==> config.mk <==
export PLATFORM = sky130hd
export DESIGN_NAME = ase_top
export DESIGN_NICKNAME = d
export VERILOG_FILES = /design/src/hdl/ase_pkg.sv /design/src/hdl/ase_rx_if.sv /design/src/hdl/ase_rcv.sv /design/src/hdl/ase_top.sv
export SDC_FILE = /design/constraint.sdc
export NUM_CORES = 1
export LEC_CHECK = 0
export BUFFER_PORTS_ARGS = -buffer_cell sky130_fd_sc_hd__buf_2
export CORE_MARGIN = 2
export CORE_UTILIZATION = 28
export CTS_BUF_LIST = sky130_fd_sc_hd__clkbuf_8
export CTS_CLUSTER_DIAMETER = 150
export CTS_CLUSTER_SIZE = 20
export DETAILED_ROUTE_END_ITERATION = 6
export PLACE_DENSITY = 0.41
export SLEW_MARGIN = 5
export SYNTH_ARGS = -nofsm -noshare
export SYNTH_HDL_FRONTEND = slang
export SYNTH_SLANG_ARGS = --single-unit
==> constraint.sdc <==
create_clock -name core_clk -period 5.2 [get_ports core_clk]
set_clock_uncertainty 0.15 [all_clocks]
set_input_delay 1.04 -clock core_clk [delete_from_list [all_inputs] [get_ports core_clk]]
set_output_delay 1.04 -clock core_clk [all_outputs]
set_load 0.1 [all_outputs]
==> src/hdl/ase_pkg.sv <==
// Constants, register map and types of the asynchronous serial port.
package ase_pkg;
  // ****************************************
  // Register map, byte offsets
  // ****************************************
  localparam int ADDR_W = 3;
  localparam logic [2:0] OFF_CTRL = 3'h0;
  localparam logic [2:0] OFF_BAUD_LO = 3'h1;
  localparam logic [2:0] OFF_STAT1 = 3'h2;
  localparam logic [2:0] OFF_MASK = 3'h3;
  localparam logic [2:0] OFF_DATA_HI = 3'h4;
  localparam logic [2:0] OFF_DATA_LO = 3'h5;
  localparam logic [2:0] OFF_BAUD_HI = 3'h6;
  // ****************************************
  // Field positions
  // ****************************************
  localparam int CTRL_FRAME_LONG = 0;
  localparam int CTRL_TX_EN = 1;
  localparam int CTRL_RX_EN = 2;
  localparam int CTRL_BREAK = 3;
  localparam int FLG_OVERRUN = 3;
  localparam int FLG_IDLE = 4;
  localparam int FLG_RX_FULL = 5;
  localparam int FLG_TX_DONE = 6;
  localparam int FLG_TX_EMPTY = 7;
  localparam int DHI_RX_BIT8 = 7;
  localparam int DHI_TX_BIT8 = 6;
  // ****************************************
  // Reset values and counts
  // ****************************************
  localparam logic [7:0] CTRL_RST = 8'h00;
  localparam logic [7:0] MASK_RST = 8'h00;
  localparam logic [15:0] BAUD_RST = 16'h0000;
  localparam int BAUD_W = 16;
  localparam int OVERSAMPLE = 16;
  localparam logic [3:0] SUB_LAST = 4'hf;
  localparam logic [3:0] SUB_MID = 4'h7;
  localparam logic [3:0] BITS_SHORT = 4'ha;
  localparam logic [3:0] BITS_LONG = 4'hb;

  typedef enum logic [1:0] {TX_IDLE = 2'b01, TX_SHIFT = 2'b10} ase_tx_state_t;
  typedef enum logic [2:0] {RX_IDLE = 3'b001, RX_START = 3'b010, RX_DATA = 3'b100} ase_rx_state_t;

  // Bits in one frame, start and stop included.
  function automatic logic [3:0] ase_frame_bits(input logic frame_long);
    ase_frame_bits = frame_long ? BITS_LONG : BITS_SHORT;
  endfunction
endpackage

==> src/hdl/ase_rx_if.sv <==
// Link between the register core and the receive engine.
`timescale 1ns/1ps
interface ase_rx_if;
  logic tick;
  logic frame_long;
  logic rx_en;
  logic done;
  logic [8:0] data;
  logic idle_hit;
  modport rcv (input tick, input frame_long, input rx_en, output done, output data, output idle_hit);
  modport ctl (output tick, output frame_long, output rx_en, input done, input data, input idle_hit);
endinterface

==> src/hdl/ase_rcv.sv <==
// Receive engine: oversampled frame capture and idle line detection.
`timescale 1ns/1ps
module ase_rcv (
  input wire logic core_clk,
  input wire logic resetn,
  input wire logic rxd,
  ase_rx_if.rcv lnk
);
  import ase_pkg::*;

  ase_rx_state_t state_reg;
  logic [3:0] sub_reg;
  logic [3:0] bit_reg;
  logic [8:0] shift_reg;
  logic [7:0] idle_cnt_reg;
  logic done_reg;
  logic hit_reg;
  logic [3:0] data_bits;
  logic [7:0] idle_limit;

  assign data_bits = ase_frame_bits(lnk.frame_long) - 4'h2;
  assign idle_limit = {ase_frame_bits(lnk.frame_long), 4'h0} - 8'h01;
  assign lnk.done = done_reg;
  assign lnk.idle_hit = hit_reg;
  assign lnk.data = lnk.frame_long ? shift_reg : {1'b0, shift_reg[8:1]};

  // ****************************************
  // Frame capture
  // ****************************************
  always_ff @(posedge core_clk or negedge resetn) begin
    if (!resetn) begin
      state_reg <= RX_IDLE;
      sub_reg <= 4'h0;
      bit_reg <= 4'h0;
      shift_reg <= 9'h000;
      done_reg <= 1'b0;
    end else begin
      done_reg <= 1'b0;
      if (!lnk.rx_en) begin
        state_reg <= RX_IDLE;
      end else if (lnk.tick) begin
        sub_reg <= sub_reg + 4'h1;
        case (state_reg)
          RX_IDLE: begin
            sub_reg <= 4'h0;
            if (!rxd) begin
              state_reg <= RX_START;
            end
          end
          RX_START: begin
            if (sub_reg == SUB_MID) begin
              sub_reg <= 4'h0;
              bit_reg <= 4'h0;
              state_reg <= rxd ? RX_IDLE : RX_DATA;
            end
          end
          RX_DATA: begin
            if (sub_reg == SUB_LAST) begin
              if (bit_reg == data_bits) begin
                done_reg <= 1'b1;
                state_reg <= RX_IDLE;
              end else begin
                shift_reg <= {rxd, shift_reg[8:1]};
                bit_reg <= bit_reg + 4'h1;
              end
            end
          end
          default: state_reg <= RX_IDLE;
        endcase
      end
    end
  end

  // ****************************************
  // Idle line: a frame's worth of ones
  // ****************************************
  always_ff @(posedge core_clk or negedge resetn) begin
    if (!resetn) begin
      idle_cnt_reg <= 8'h00;
      hit_reg <= 1'b0;
    end else begin
      hit_reg <= 1'b0;
      if (!lnk.rx_en || !rxd || state_reg != RX_IDLE) begin
        idle_cnt_reg <= 8'h00;
      end else if (lnk.tick && idle_cnt_reg <= idle_limit) begin
        idle_cnt_reg <= idle_cnt_reg + 8'h01;
        hit_reg <= (idle_cnt_reg == idle_limit);
      end
    end
  end
endmodule

==> src/hdl/ase_top.sv <==
// Asynchronous serial port with its flag and interrupt logic.
// Function
// - One active-high interrupt output carries the OR of all interrupt sources enabled in the mask register.
// - Transmit-empty sets when the shifter takes a byte from the data register.
// - Transmit-empty clears after a status-one read with it set and then a data-low write.
// - Transmit-complete sets when transmit-empty is set and nothing is being shifted out or queued.
// - While transmit-complete is set the serial output idles high.
// - Transmit-complete clears after a status-one read with it set and then a data-low write.
// - Transmit-complete clears by itself once data, preamble or break is queued.
// - Receive-full sets when a received frame moves into the data register.
// - Receive-full clears after a status-one read with it set and then a data-low read.
// - Overrun sets when a frame completes before the held byte was read.
// - On overrun the new frame is dropped and the held byte stays.
// - Overrun clears after a status-one read with it set and then a data-low read.
// - Idle sets after 10 high bits on the input, or 11 with the long frame selected.
// - After idle is cleared it cannot set again until a frame has set receive-full.
// - Idle clears after a status-one read with it set and then a data-low read.
// - A pending interrupt request wakes the processor from wait mode.
`timescale 1ns/1ps
module ase_top #(
  parameter int DIV_W = ase_pkg::BAUD_W
) (
  input wire logic core_clk,
  input wire logic resetn,
  input wire logic [ase_pkg::ADDR_W-1:0] reg_addr,
  input wire logic [7:0] reg_wdata,
  input wire logic reg_wr,
  input wire logic reg_rd,
  output logic [7:0] reg_rdata,
  input wire logic rxd_in,
  output logic txd_out,
  output logic irq_out,
  input wire logic wait_mode,
  output logic wake_out
);
  import ase_pkg::*;

  if (DIV_W < 1 || DIV_W > BAUD_W) begin : g_bad_div
    $error("DIV_W must lie between 1 and 16.");
  end

  ase_rx_if rx_lnk ();

  logic [7:0] ctrl_reg;
  logic [7:0] mask_reg;
  logic [15:0] baud_reg;
  logic [DIV_W-1:0] div_cnt_reg;
  logic tick_reg;
  logic [7:0] arm_reg;
  logic [7:0] rdata_reg;
  logic irq_reg;
  logic wake_reg;
  logic txd_reg;
  logic transmit_empty_flag_reg;
  logic tc_reg;
  logic receive_full_flag_reg;
  logic or_reg;
  logic idle_reg;
  logic idle_arm_reg;
  logic [8:0] rx_data_reg;
  logic [7:0] tx_data_reg;
  logic tx_bit8_reg;
  logic data_pend_reg;
  logic pre_pend_reg;
  logic tx_en_d_reg;
  ase_tx_state_t tx_state_reg;
  logic [3:0] tx_sub_reg;
  logic [3:0] tx_left_reg;
  logic [10:0] tx_shift_reg;
  logic frame_long;
  logic stat_rd;
  logic stat_wr;
  logic dl_rd;
  logic dl_wr;
  logic any_pend;
  logic tx_load;
  logic load_pre;
  logic load_brk;
  logic load_data;
  logic receive_full_flag_set;
  logic receive_full_flag_clr;
  logic or_set;
  logic or_clr;
  logic transmit_empty_flag_clr;
  logic tc_set;
  logic tc_clr;
  logic idle_set;
  logic idle_clr;
  logic [7:0] flags;

  function automatic logic hit(input logic [ADDR_W-1:0] a, input logic [ADDR_W-1:0] off);
    hit = (a == off);
  endfunction

  assign frame_long = ctrl_reg[CTRL_FRAME_LONG];
  assign stat_rd = reg_rd && hit(reg_addr, OFF_STAT1);
  assign stat_wr = reg_wr && hit(reg_addr, OFF_STAT1);
  assign dl_rd = reg_rd && hit(reg_addr, OFF_DATA_LO);
  assign dl_wr = reg_wr && hit(reg_addr, OFF_DATA_LO);
  assign flags = {transmit_empty_flag_reg, tc_reg, receive_full_flag_reg, idle_reg, or_reg, 3'b000};

  assign rx_lnk.tick = tick_reg;
  assign rx_lnk.frame_long = frame_long;
  assign rx_lnk.rx_en = ctrl_reg[CTRL_RX_EN];

  ase_rcv u_rcv (
    .core_clk(core_clk),
    .resetn(resetn),
    .rxd(rxd_in),
    .lnk(rx_lnk)
  );

  // ****************************************
  // Software registers
  // ****************************************
  always_ff @(posedge core_clk or negedge resetn) begin
    if (!resetn) begin
      ctrl_reg <= CTRL_RST;
      mask_reg <= MASK_RST;
      baud_reg <= BAUD_RST;
      tx_bit8_reg <= 1'b0;
    end else if (reg_wr) begin
      case (reg_addr)
        OFF_CTRL: ctrl_reg <= reg_wdata;
        OFF_MASK: mask_reg <= reg_wdata & 8'hf8;
        OFF_BAUD_LO: baud_reg[7:0] <= reg_wdata;
        OFF_BAUD_HI: baud_reg[15:8] <= reg_wdata;
        OFF_DATA_HI: tx_bit8_reg <= reg_wdata[DHI_TX_BIT8];
        default: ctrl_reg <= ctrl_reg;
      endcase
    end
  end

  // Read data stand one cycle after the strobe; unmapped offsets read zero.
  always_ff @(posedge core_clk or negedge resetn) begin
    if (!resetn) begin
      rdata_reg <= 8'h00;
    end else if (reg_rd) begin
      case (reg_addr)
        OFF_CTRL: rdata_reg <= ctrl_reg;
        OFF_MASK: rdata_reg <= mask_reg;
        OFF_BAUD_LO: rdata_reg <= baud_reg[7:0];
        OFF_BAUD_HI: rdata_reg <= baud_reg[15:8];
        OFF_STAT1: rdata_reg <= flags;
        OFF_DATA_HI: rdata_reg <= {rx_data_reg[8], tx_bit8_reg, 6'h00};
        OFF_DATA_LO: rdata_reg <= rx_data_reg[7:0];
        default: rdata_reg <= 8'h00;
      endcase
    end else begin
      rdata_reg <= 8'h00;
    end
  end
  assign reg_rdata = rdata_reg;

  // A status-one read remembers which flags were set; the next data-low access consumes that.
  always_ff @(posedge core_clk or negedge resetn) begin
    if (!resetn) begin
      arm_reg <= 8'h00;
    end else if (stat_rd) begin
      arm_reg <= flags;
    end else if (dl_rd || dl_wr) begin
      arm_reg <= 8'h00;
    end
  end

  // ****************************************
  // Baud rate: 16x oversampling enable
  // ****************************************
  always_ff @(posedge core_clk or negedge resetn) begin
    if (!resetn) begin
      div_cnt_reg <= '0;
      tick_reg <= 1'b0;
    end else begin
      tick_reg <= 1'b0;
      if (baud_reg[DIV_W-1:0] == '0) begin
        div_cnt_reg <= '0;
      end else if (div_cnt_reg >= baud_reg[DIV_W-1:0] - 1'b1) begin
        div_cnt_reg <= '0;
        tick_reg <= 1'b1;
      end else begin
        div_cnt_reg <= div_cnt_reg + 1'b1;
      end
    end
  end

  // ****************************************
  // Transmit queue and shifter
  // ****************************************
  assign any_pend = data_pend_reg || pre_pend_reg || ctrl_reg[CTRL_BREAK];
  assign tx_load = tx_state_reg == TX_IDLE && ctrl_reg[CTRL_TX_EN] && any_pend;
  assign load_pre = tx_load && pre_pend_reg;
  assign load_brk = tx_load && !pre_pend_reg && ctrl_reg[CTRL_BREAK];
  assign load_data = tx_load && !pre_pend_reg && !ctrl_reg[CTRL_BREAK];

  // Enabling the transmitter queues one idle preamble.
  always_ff @(posedge core_clk or negedge resetn) begin
    if (!resetn) begin
      tx_en_d_reg <= 1'b0;
      pre_pend_reg <= 1'b0;
    end else begin
      tx_en_d_reg <= ctrl_reg[CTRL_TX_EN];
      if (ctrl_reg[CTRL_TX_EN] && !tx_en_d_reg) begin
        pre_pend_reg <= 1'b1;
      end else if (load_pre) begin
        pre_pend_reg <= 1'b0;
      end
    end
  end

  always_ff @(posedge core_clk or negedge resetn) begin
    if (!resetn) begin
      tx_data_reg <= 8'h00;
      data_pend_reg <= 1'b0;
    end else if (dl_wr) begin
      tx_data_reg <= reg_wdata;
      data_pend_reg <= 1'b1;
    end else if (load_data) begin
      data_pend_reg <= 1'b0;
    end
  end

  always_ff @(posedge core_clk or negedge resetn) begin
    if (!resetn) begin
      tx_state_reg <= TX_IDLE;
      tx_sub_reg <= 4'h0;
      tx_left_reg <= 4'h0;
      tx_shift_reg <= 11'h7ff;
    end else begin
      case (tx_state_reg)
        TX_IDLE: begin
          tx_sub_reg <= 4'h0;
          if (tx_load) begin
            tx_state_reg <= TX_SHIFT;
            tx_left_reg <= ase_frame_bits(frame_long);
            if (load_pre) begin
              tx_shift_reg <= 11'h7ff;
            end else if (load_brk) begin
              tx_shift_reg <= 11'h000;
            end else begin
              tx_shift_reg <= {1'b1, frame_long ? tx_bit8_reg : 1'b1, tx_data_reg, 1'b0};
            end
          end
        end
        TX_SHIFT: begin
          if (tick_reg) begin
            tx_sub_reg <= tx_sub_reg + 4'h1;
            if (tx_sub_reg == SUB_LAST) begin
              tx_shift_reg <= {1'b1, tx_shift_reg[10:1]};
              tx_left_reg <= tx_left_reg - 4'h1;
              if (tx_left_reg == 4'h1) begin
                tx_state_reg <= TX_IDLE;
              end
            end
          end
        end
        default: tx_state_reg <= TX_IDLE;
      endcase
    end
  end

  // The line rests high whenever nothing is being shifted.
  always_ff @(posedge core_clk or negedge resetn) begin
    if (!resetn) begin
      txd_reg <= 1'b1;
    end else if (tx_state_reg == TX_SHIFT) begin
      txd_reg <= tx_shift_reg[0];
    end else begin
      txd_reg <= 1'b1;
    end
  end
  assign txd_out = txd_reg;

  // ****************************************
  // Transmit flags
  // ****************************************
  assign transmit_empty_flag_clr = (dl_wr && arm_reg[FLG_TX_EMPTY]) || (stat_wr && reg_wdata[FLG_TX_EMPTY]);
  assign tc_set = transmit_empty_flag_reg && tx_state_reg == TX_IDLE && !any_pend;
  assign tc_clr = (dl_wr && arm_reg[FLG_TX_DONE]) || (stat_wr && reg_wdata[FLG_TX_DONE])
    || any_pend;

  always_ff @(posedge core_clk or negedge resetn) begin
    if (!resetn) begin
      transmit_empty_flag_reg <= 1'b1;
    end else if (load_data) begin
      transmit_empty_flag_reg <= 1'b1;
    end else if (transmit_empty_flag_clr) begin
      transmit_empty_flag_reg <= 1'b0;
    end
  end

  always_ff @(posedge core_clk or negedge resetn) begin
    if (!resetn) begin
      tc_reg <= 1'b1;
    end else if (tc_set) begin
      tc_reg <= 1'b1;
    end else if (tc_clr) begin
      tc_reg <= 1'b0;
    end
  end

  // ****************************************
  // Receive data and flags
  // ****************************************
  assign receive_full_flag_clr = (dl_rd && arm_reg[FLG_RX_FULL]) || (stat_wr && reg_wdata[FLG_RX_FULL]);
  assign receive_full_flag_set = rx_lnk.done && (!receive_full_flag_reg || receive_full_flag_clr);
  assign or_set = rx_lnk.done && receive_full_flag_reg && !receive_full_flag_clr;
  assign or_clr = (dl_rd && arm_reg[FLG_OVERRUN]) || (stat_wr && reg_wdata[FLG_OVERRUN]);
  assign idle_set = rx_lnk.idle_hit && idle_arm_reg;
  assign idle_clr = (dl_rd && arm_reg[FLG_IDLE]) || (stat_wr && reg_wdata[FLG_IDLE]);

  // A frame arriving while the held byte is unread is dropped.
  always_ff @(posedge core_clk or negedge resetn) begin
    if (!resetn) begin
      rx_data_reg <= 9'h000;
    end else if (receive_full_flag_set) begin
      rx_data_reg <= rx_lnk.data;
    end
  end

  always_ff @(posedge core_clk or negedge resetn) begin
    if (!resetn) begin
      receive_full_flag_reg <= 1'b0;
    end else if (receive_full_flag_set) begin
      receive_full_flag_reg <= 1'b1;
    end else if (receive_full_flag_clr) begin
      receive_full_flag_reg <= 1'b0;
    end
  end

  always_ff @(posedge core_clk or negedge resetn) begin
    if (!resetn) begin
      or_reg <= 1'b0;
    end else if (or_set) begin
      or_reg <= 1'b1;
    end else if (or_clr) begin
      or_reg <= 1'b0;
    end
  end

  always_ff @(posedge core_clk or negedge resetn) begin
    if (!resetn) begin
      idle_reg <= 1'b0;
    end else if (idle_set) begin
      idle_reg <= 1'b1;
    end else if (idle_clr) begin
      idle_reg <= 1'b0;
    end
  end

  // Clearing idle disarms detection until the next accepted frame.
  always_ff @(posedge core_clk or negedge resetn) begin
    if (!resetn) begin
      idle_arm_reg <= 1'b1;
    end else if (receive_full_flag_set) begin
      idle_arm_reg <= 1'b1;
    end else if (idle_reg && idle_clr && !idle_set) begin
      idle_arm_reg <= 1'b0;
    end
  end

  // ****************************************
  // Interrupt and wake
  // ****************************************
  always_ff @(posedge core_clk or negedge resetn) begin
    if (!resetn) begin
      irq_reg <= 1'b0;
      wake_reg <= 1'b0;
    end else begin
      irq_reg <= |(flags & mask_reg);
      wake_reg <= wait_mode && |(flags & mask_reg);
    end
  end
  assign irq_out = irq_reg;
  assign wake_out = wake_reg;
endmodule

# == After elaboration in Yosys (flattened, before gate mapping) ==
# Cells that the tools add are included.
# totals
out_inout_bits,11
word_cells,224
regBits,143
input_bits,17
# classes
magnitude_cmp,2
addsub,9
bitwise,2
n_eq_ne,30
muxes,68
reduce_logical,79
# ops
cell,n
8-bit one-hot mux with 7 select lines,1
11-bit 2-to-1 mux,5
8-bit 2-to-1 mux,5
16-bit 2-to-1 mux,2
4-bit 2-to-1 mux,8
4-bit one-hot mux with 2 select lines,4
1-bit logical AND,31
1-bit 2-to-1 mux,28
2-bit nonzero test,12
11-bit one-hot mux with 2 select lines,1
3-bit 2-to-1 mux,7
16-bit by 1-bit adder with 16-bit output (second input constant),1
16-bit >= comparator,1
16-bit zero test,1
16-bit by 1-bit subtractor with 16-bit output (second input constant),1
2-bit AND reduction,7
4-bit by 1-bit adder with 4-bit output (second input constant),3
3-bit equality test (second input constant),4
1-bit logical OR,12
2-bit inequality test (second input constant),5
5-bit AND reduction,2
3-bit by 2-bit equality test with 1-bit output (second input constant),3
1-bit zero test,9
9-bit 2-to-1 mux,1
26 further kinds,36

# == Longest topological paths before layout ==
# depth
ltp_word,9
ltp_mapped,13
ltp_nobuf,12

# == Hierarchy ==
# Synthesis repeated with hierarchy kept, for this count alone.
# hier_totals
cells_unflattened,686
area_unflattened_um2,7305.8
# modules_own_cells
module,cells_each,seq_area_each_um2,area_per_inst_um2,instances
ase_top,521,2772.7,5565.3,1
ase_rcv,165,752.0,1740.4,1

# == Worst setup path before layout ==
# OpenSTA, ideal clock, no wires.
# synth_path
path_type,reg2reg
from,register baud_reg[10]
to,register div_cnt_reg[10]
setup_slack_ns,2.019
setup_time_ns,0.119
period_less_slack_ns,3.181
n_path_buf,1
stages_incl_launch_ff,12
t_arrival_ns,2.912
t_required_ns,4.931
path_cell_list,dfrtp_1 or4_4 or4_4 nor3_1 xnor2_1 ha_1 nand4_1 nor4_1 o31ai_2 nand4_4 buf_12 nor2_2
# synth_via
elab_chain_len,4
word_cells_on_any_way,5
classes_between,1 x add/sub; 1 x order compare; 2 x mux; 1 x reduce/logical
# synth_rtl
element,line_no,source
"start, declared",ase_top.sv:46,logic [15:0] baud_reg;
"start signal, assigned",ase_top.sv:127,OFF_BAUD_HI: baud_reg[15:8] <= reg_wdata;
16-bit by 1-bit subtractor with 16-bit output,ase_top.sv:177,end else if (div_cnt_reg >= baud_reg[DIV_W-1:0] - 1'b1) begin
16-bit >= comparator,ase_top.sv:177,
16-bit 2-to-1 mux,ase_top.sv:177,
16-bit 2-to-1 mux *,ase_top.sv:175,if (baud_reg[DIV_W-1:0] == '0) begin
"end signal, assigned",ase_top.sv:181,div_cnt_reg <= div_cnt_reg + 1'b1;
"end, declared",ase_top.sv:47,logic [DIV_W-1:0] div_cnt_reg;
# Mark *: on every way between the ends. The rest lies on a longest branch, timed or not.
# A chain may end at the register's enable or synchronous reset.

# == Final worst setup path ==
# layout_path
from,register baud_reg[9]
to,register div_cnt_reg[5]
# Same word-level chain as after synthesis.

==> flow_summary_export.csv <==
group,metric,value,unit
clock_network,clkSlewWorstSetupHoldPaths,0.10,ns
routing,drcViolationCount,0,
clock_network,post-cts-setup-buffers,0,
floorplan,core-area,25100,um^2
sta,setup_ws,1.73,ns
logic_synthesis,synth.distinct_cells,60,
floorplan,dieArea,26800,um^2
clock_network,cts_buffers,17,
logic_synthesis,synth_flop_cell,"dfrtp_1",
clock_network,cts_resized,0,
routing,vias,5249,
clock_network,clock-root-buffer,"clkbuf_8",
clock_network,htreeDepth,4,
global_routing,grt_pass1_vias,5253,
logic_synthesis,ys_warn_count,0,
clock_network,cts_buffer_depth,2,
power_and_ir_drop,p_per_area,384,nW/um^2
sta,final_max_slew_viol_count,0,
place,gp_congestion,0.788,
critical_path,ff2ff_setup_slack,1.73,ns
sta,min_period,3.47,ns
floorplan,die_x,164,um
logic_synthesis,avgSynthCellArea,10.2,um^2
status,status,"completed",
logic_synthesis,synth_common_cells,"123 x dfrtp_1, 85 x nand2_1, 61 x nor2_1",
routing,first_pass_iters,4,
finish,nNetsFinal,767,
critical_path,crit_required,5.37,ns
power_and_ir_drop,power,3080,uW
critical_path,cp-end-kind,"flip-flop",
floorplan,die_h,164,um
power_and_ir_drop,p_leak,0.00342,uW
floorplan,initial_utilization,28.4,%
global_routing,grt_util_all_layers,14.1,%
sta,finalSetupViolations,0,
power_and_ir_drop,ir_worst_vdd,0.194,mV
floorplan,fp-row-count,58,
run,drv_cap,0,
sta,relSlewSlack,20.6,%
critical_path,crit_fanout,16,
sta,final.setup.tns,0,ns
critical_path,critPathTopFamily,"simple AND/OR/NAND/NOR gates",
logic_synthesis,yosysMostFrequentCell,"dfrtp_1",
logic_synthesis,ys_seq_area_share,49.4,%
critical_path,slowest_stage,"or4_4",
logic_synthesis,synth_seq_cells,140,
floorplan,io-pin-count,28,
finish,final_util,31.9,%
global_routing,grtUsageMet2,22.8,%
logic_synthesis,synth_edf_count,0,
sta,rsz0062_at_grt,"false",
sta,fmaxAchievable,0.288,GHz
global_routing,antenna_found_initial,1,
logic_synthesis,synthCells,697,
sta,worstMarginPinSlew,1.18,ns
routing,ant_nets,0,
finish,layoutNonFillerInstCount,1067,
sta,hold_viol_final,0,
logic_synthesis,synth_area,7130,um^2
routing,routed_via_density,4.92,
global_routing,grt-ovfl-total,0,
routing,wirelength,17.6,mm
critical_path,worstSetupPathType,"reg -> reg",
place,dpl.cell_count,1035,
finish,n_fill_cell,2612,
place,portBuffers,27,
logic_synthesis,yosysTopAreaCellShare,43.1,%
global_routing,grt_max_degree,73,
worst_hold_path,hold_class,"reg -> reg",
clock_network,cts_sinks,140,
place,pre_cts_slack,1.77,ns
critical_path,cp-start-kind,"flip-flop",
global_routing,grt_use_met1,18.9,%
logic_synthesis,syn-num-nets,740,
finish,drive_gt1_share,19.3,%
critical_path,crit_arrival,3.64,ns
critical_path,critPathBufInv,0,
routing,drt_iter0_drc,334,
logic_synthesis,ys_top_cells_by_area,"dfrtp_1 43%, dfstp_2 6.3%, mux2_2 5.8%, ha_1 4.6%, nand2_1 4.5%",
clock_network,cts_hold_buf,0,
global_routing,grt_pass1_wl,28.9,mm
critical_path,crit_chain,"or4_4 > or4_4 > nor3_1 > xnor2_1 > ha_1 > nand4_1 > nor4_1 > o31ai_2 > nand4_4 > nor2_1",
clock_network,clk_latency,0.46,ns
global_routing,busiest_layer,"met2",
logic_synthesis,async_reset_ff_share,100,%
place,dp_hpwl,12.5,mm
clock_network,cts_tree,"built",
sta,period_share,66.7,%
global_routing,grt_use_met3,3.17,%
finish,num_antenna_cells,0,
critical_path,crit_path_frequent_cell,"or4_4",
finish,area_growth,12.3,%
routing,wl_per_cell,16.5,um
critical_path,crit_path_max_incr_delay,0.56,ns
logic_synthesis,yosys.area.top_type,"dfrtp_1",
where the power goes:
group	switching, uW	internal (uW)
clock network	479	434
logic	412	284
registers	197	1270
total	1090	1990
per-layer routing:
metal | share of wire [%] | wire (um)
met1 | 47 | 8270
met2 | 48 | 8410
met3 | 4.1 | 713
met4 | 1.1 | 193
met5 | 0.074 | 13
logic make-up after synthesis:
kind of cell / synth area share [%]
flops: 49.4
fa+ha+maj: 4.56
buf+inv: 2.12
xor+xnor: 4.42
simple gates: 19.7
mux: 8.58
compound gates: 11.2
through the flow:
step	hold slack [ns]	area, um^2
6_report	0.270	8010
3_3_place_gp	0.261	7610
2_1_floorplan	0.250	7130
3_5_place_dp	0.275	7610
5_1_grt	0.292	8010
4_1_cts	0.277	8010
cell usage in the layout, fill, tap and decap left out, types with 4 or more instances in the layout:
master,Yosys,final
a21oi_1,37,37
a22o_1,9,9
a22oi_1,14,14
a31oi_1,7,7
and2_1,4,4
buf_2,0,26
clkbuf_8,0,17
clkinvlp_4,0,4
dfrtp_1,123,123
dfstp_2,17,17
ha_1,26,26
inv_1,15,15
inv_6,0,4
mux2_2,37,37
mux2i_1,15,15
nand2_1,85,85
nand2b_1,5,5
nand3_1,33,33
nand3b_1,4,4
nand4_1,7,7
nor2_1,61,61
nor2_2,10,10
nor2b_1,16,16
nor3_1,18,18
nor4_1,7,7
o21ai_0,32,32
o22a_1,4,4
xnor2_1,23,23
xor2_1,13,13
path summary, 6_finish.rpt:
check	cells past startpoint	start	end
setup / recovery	10	baud_reg[9]	div_cnt_reg[5]
hold / removal	1	tx_en_d_reg	pre_pend_reg
setup reg to reg	10	baud_reg[9]	div_cnt_reg[5]
hold reg to reg	1	tx_en_d_reg	pre_pend_reg
max in group asynchronous	2	resetn	u_rcv.state_reg[0]
min in group asynchronous	1	resetn	div_cnt_reg[9]
cell type report:
| type | count | area (um^2) | area share, % |
|---|---|---|---|
| timing repair buffer | 29 | 156 | 1.95 |
| tap | 330 | 413 | 5.15 |
| multi-input combinational | 521 | 3460 | 43.2 |
| sequential | 140 | 3520 | 44.0 |
| inverter | 15 | 56.3 | 0.703 |
| clock buffer | 17 | 234 | 2.92 |
| clock inverter | 15 | 164 | 2.05 |
Note: power is estimated with default switching activity, not from simulation.
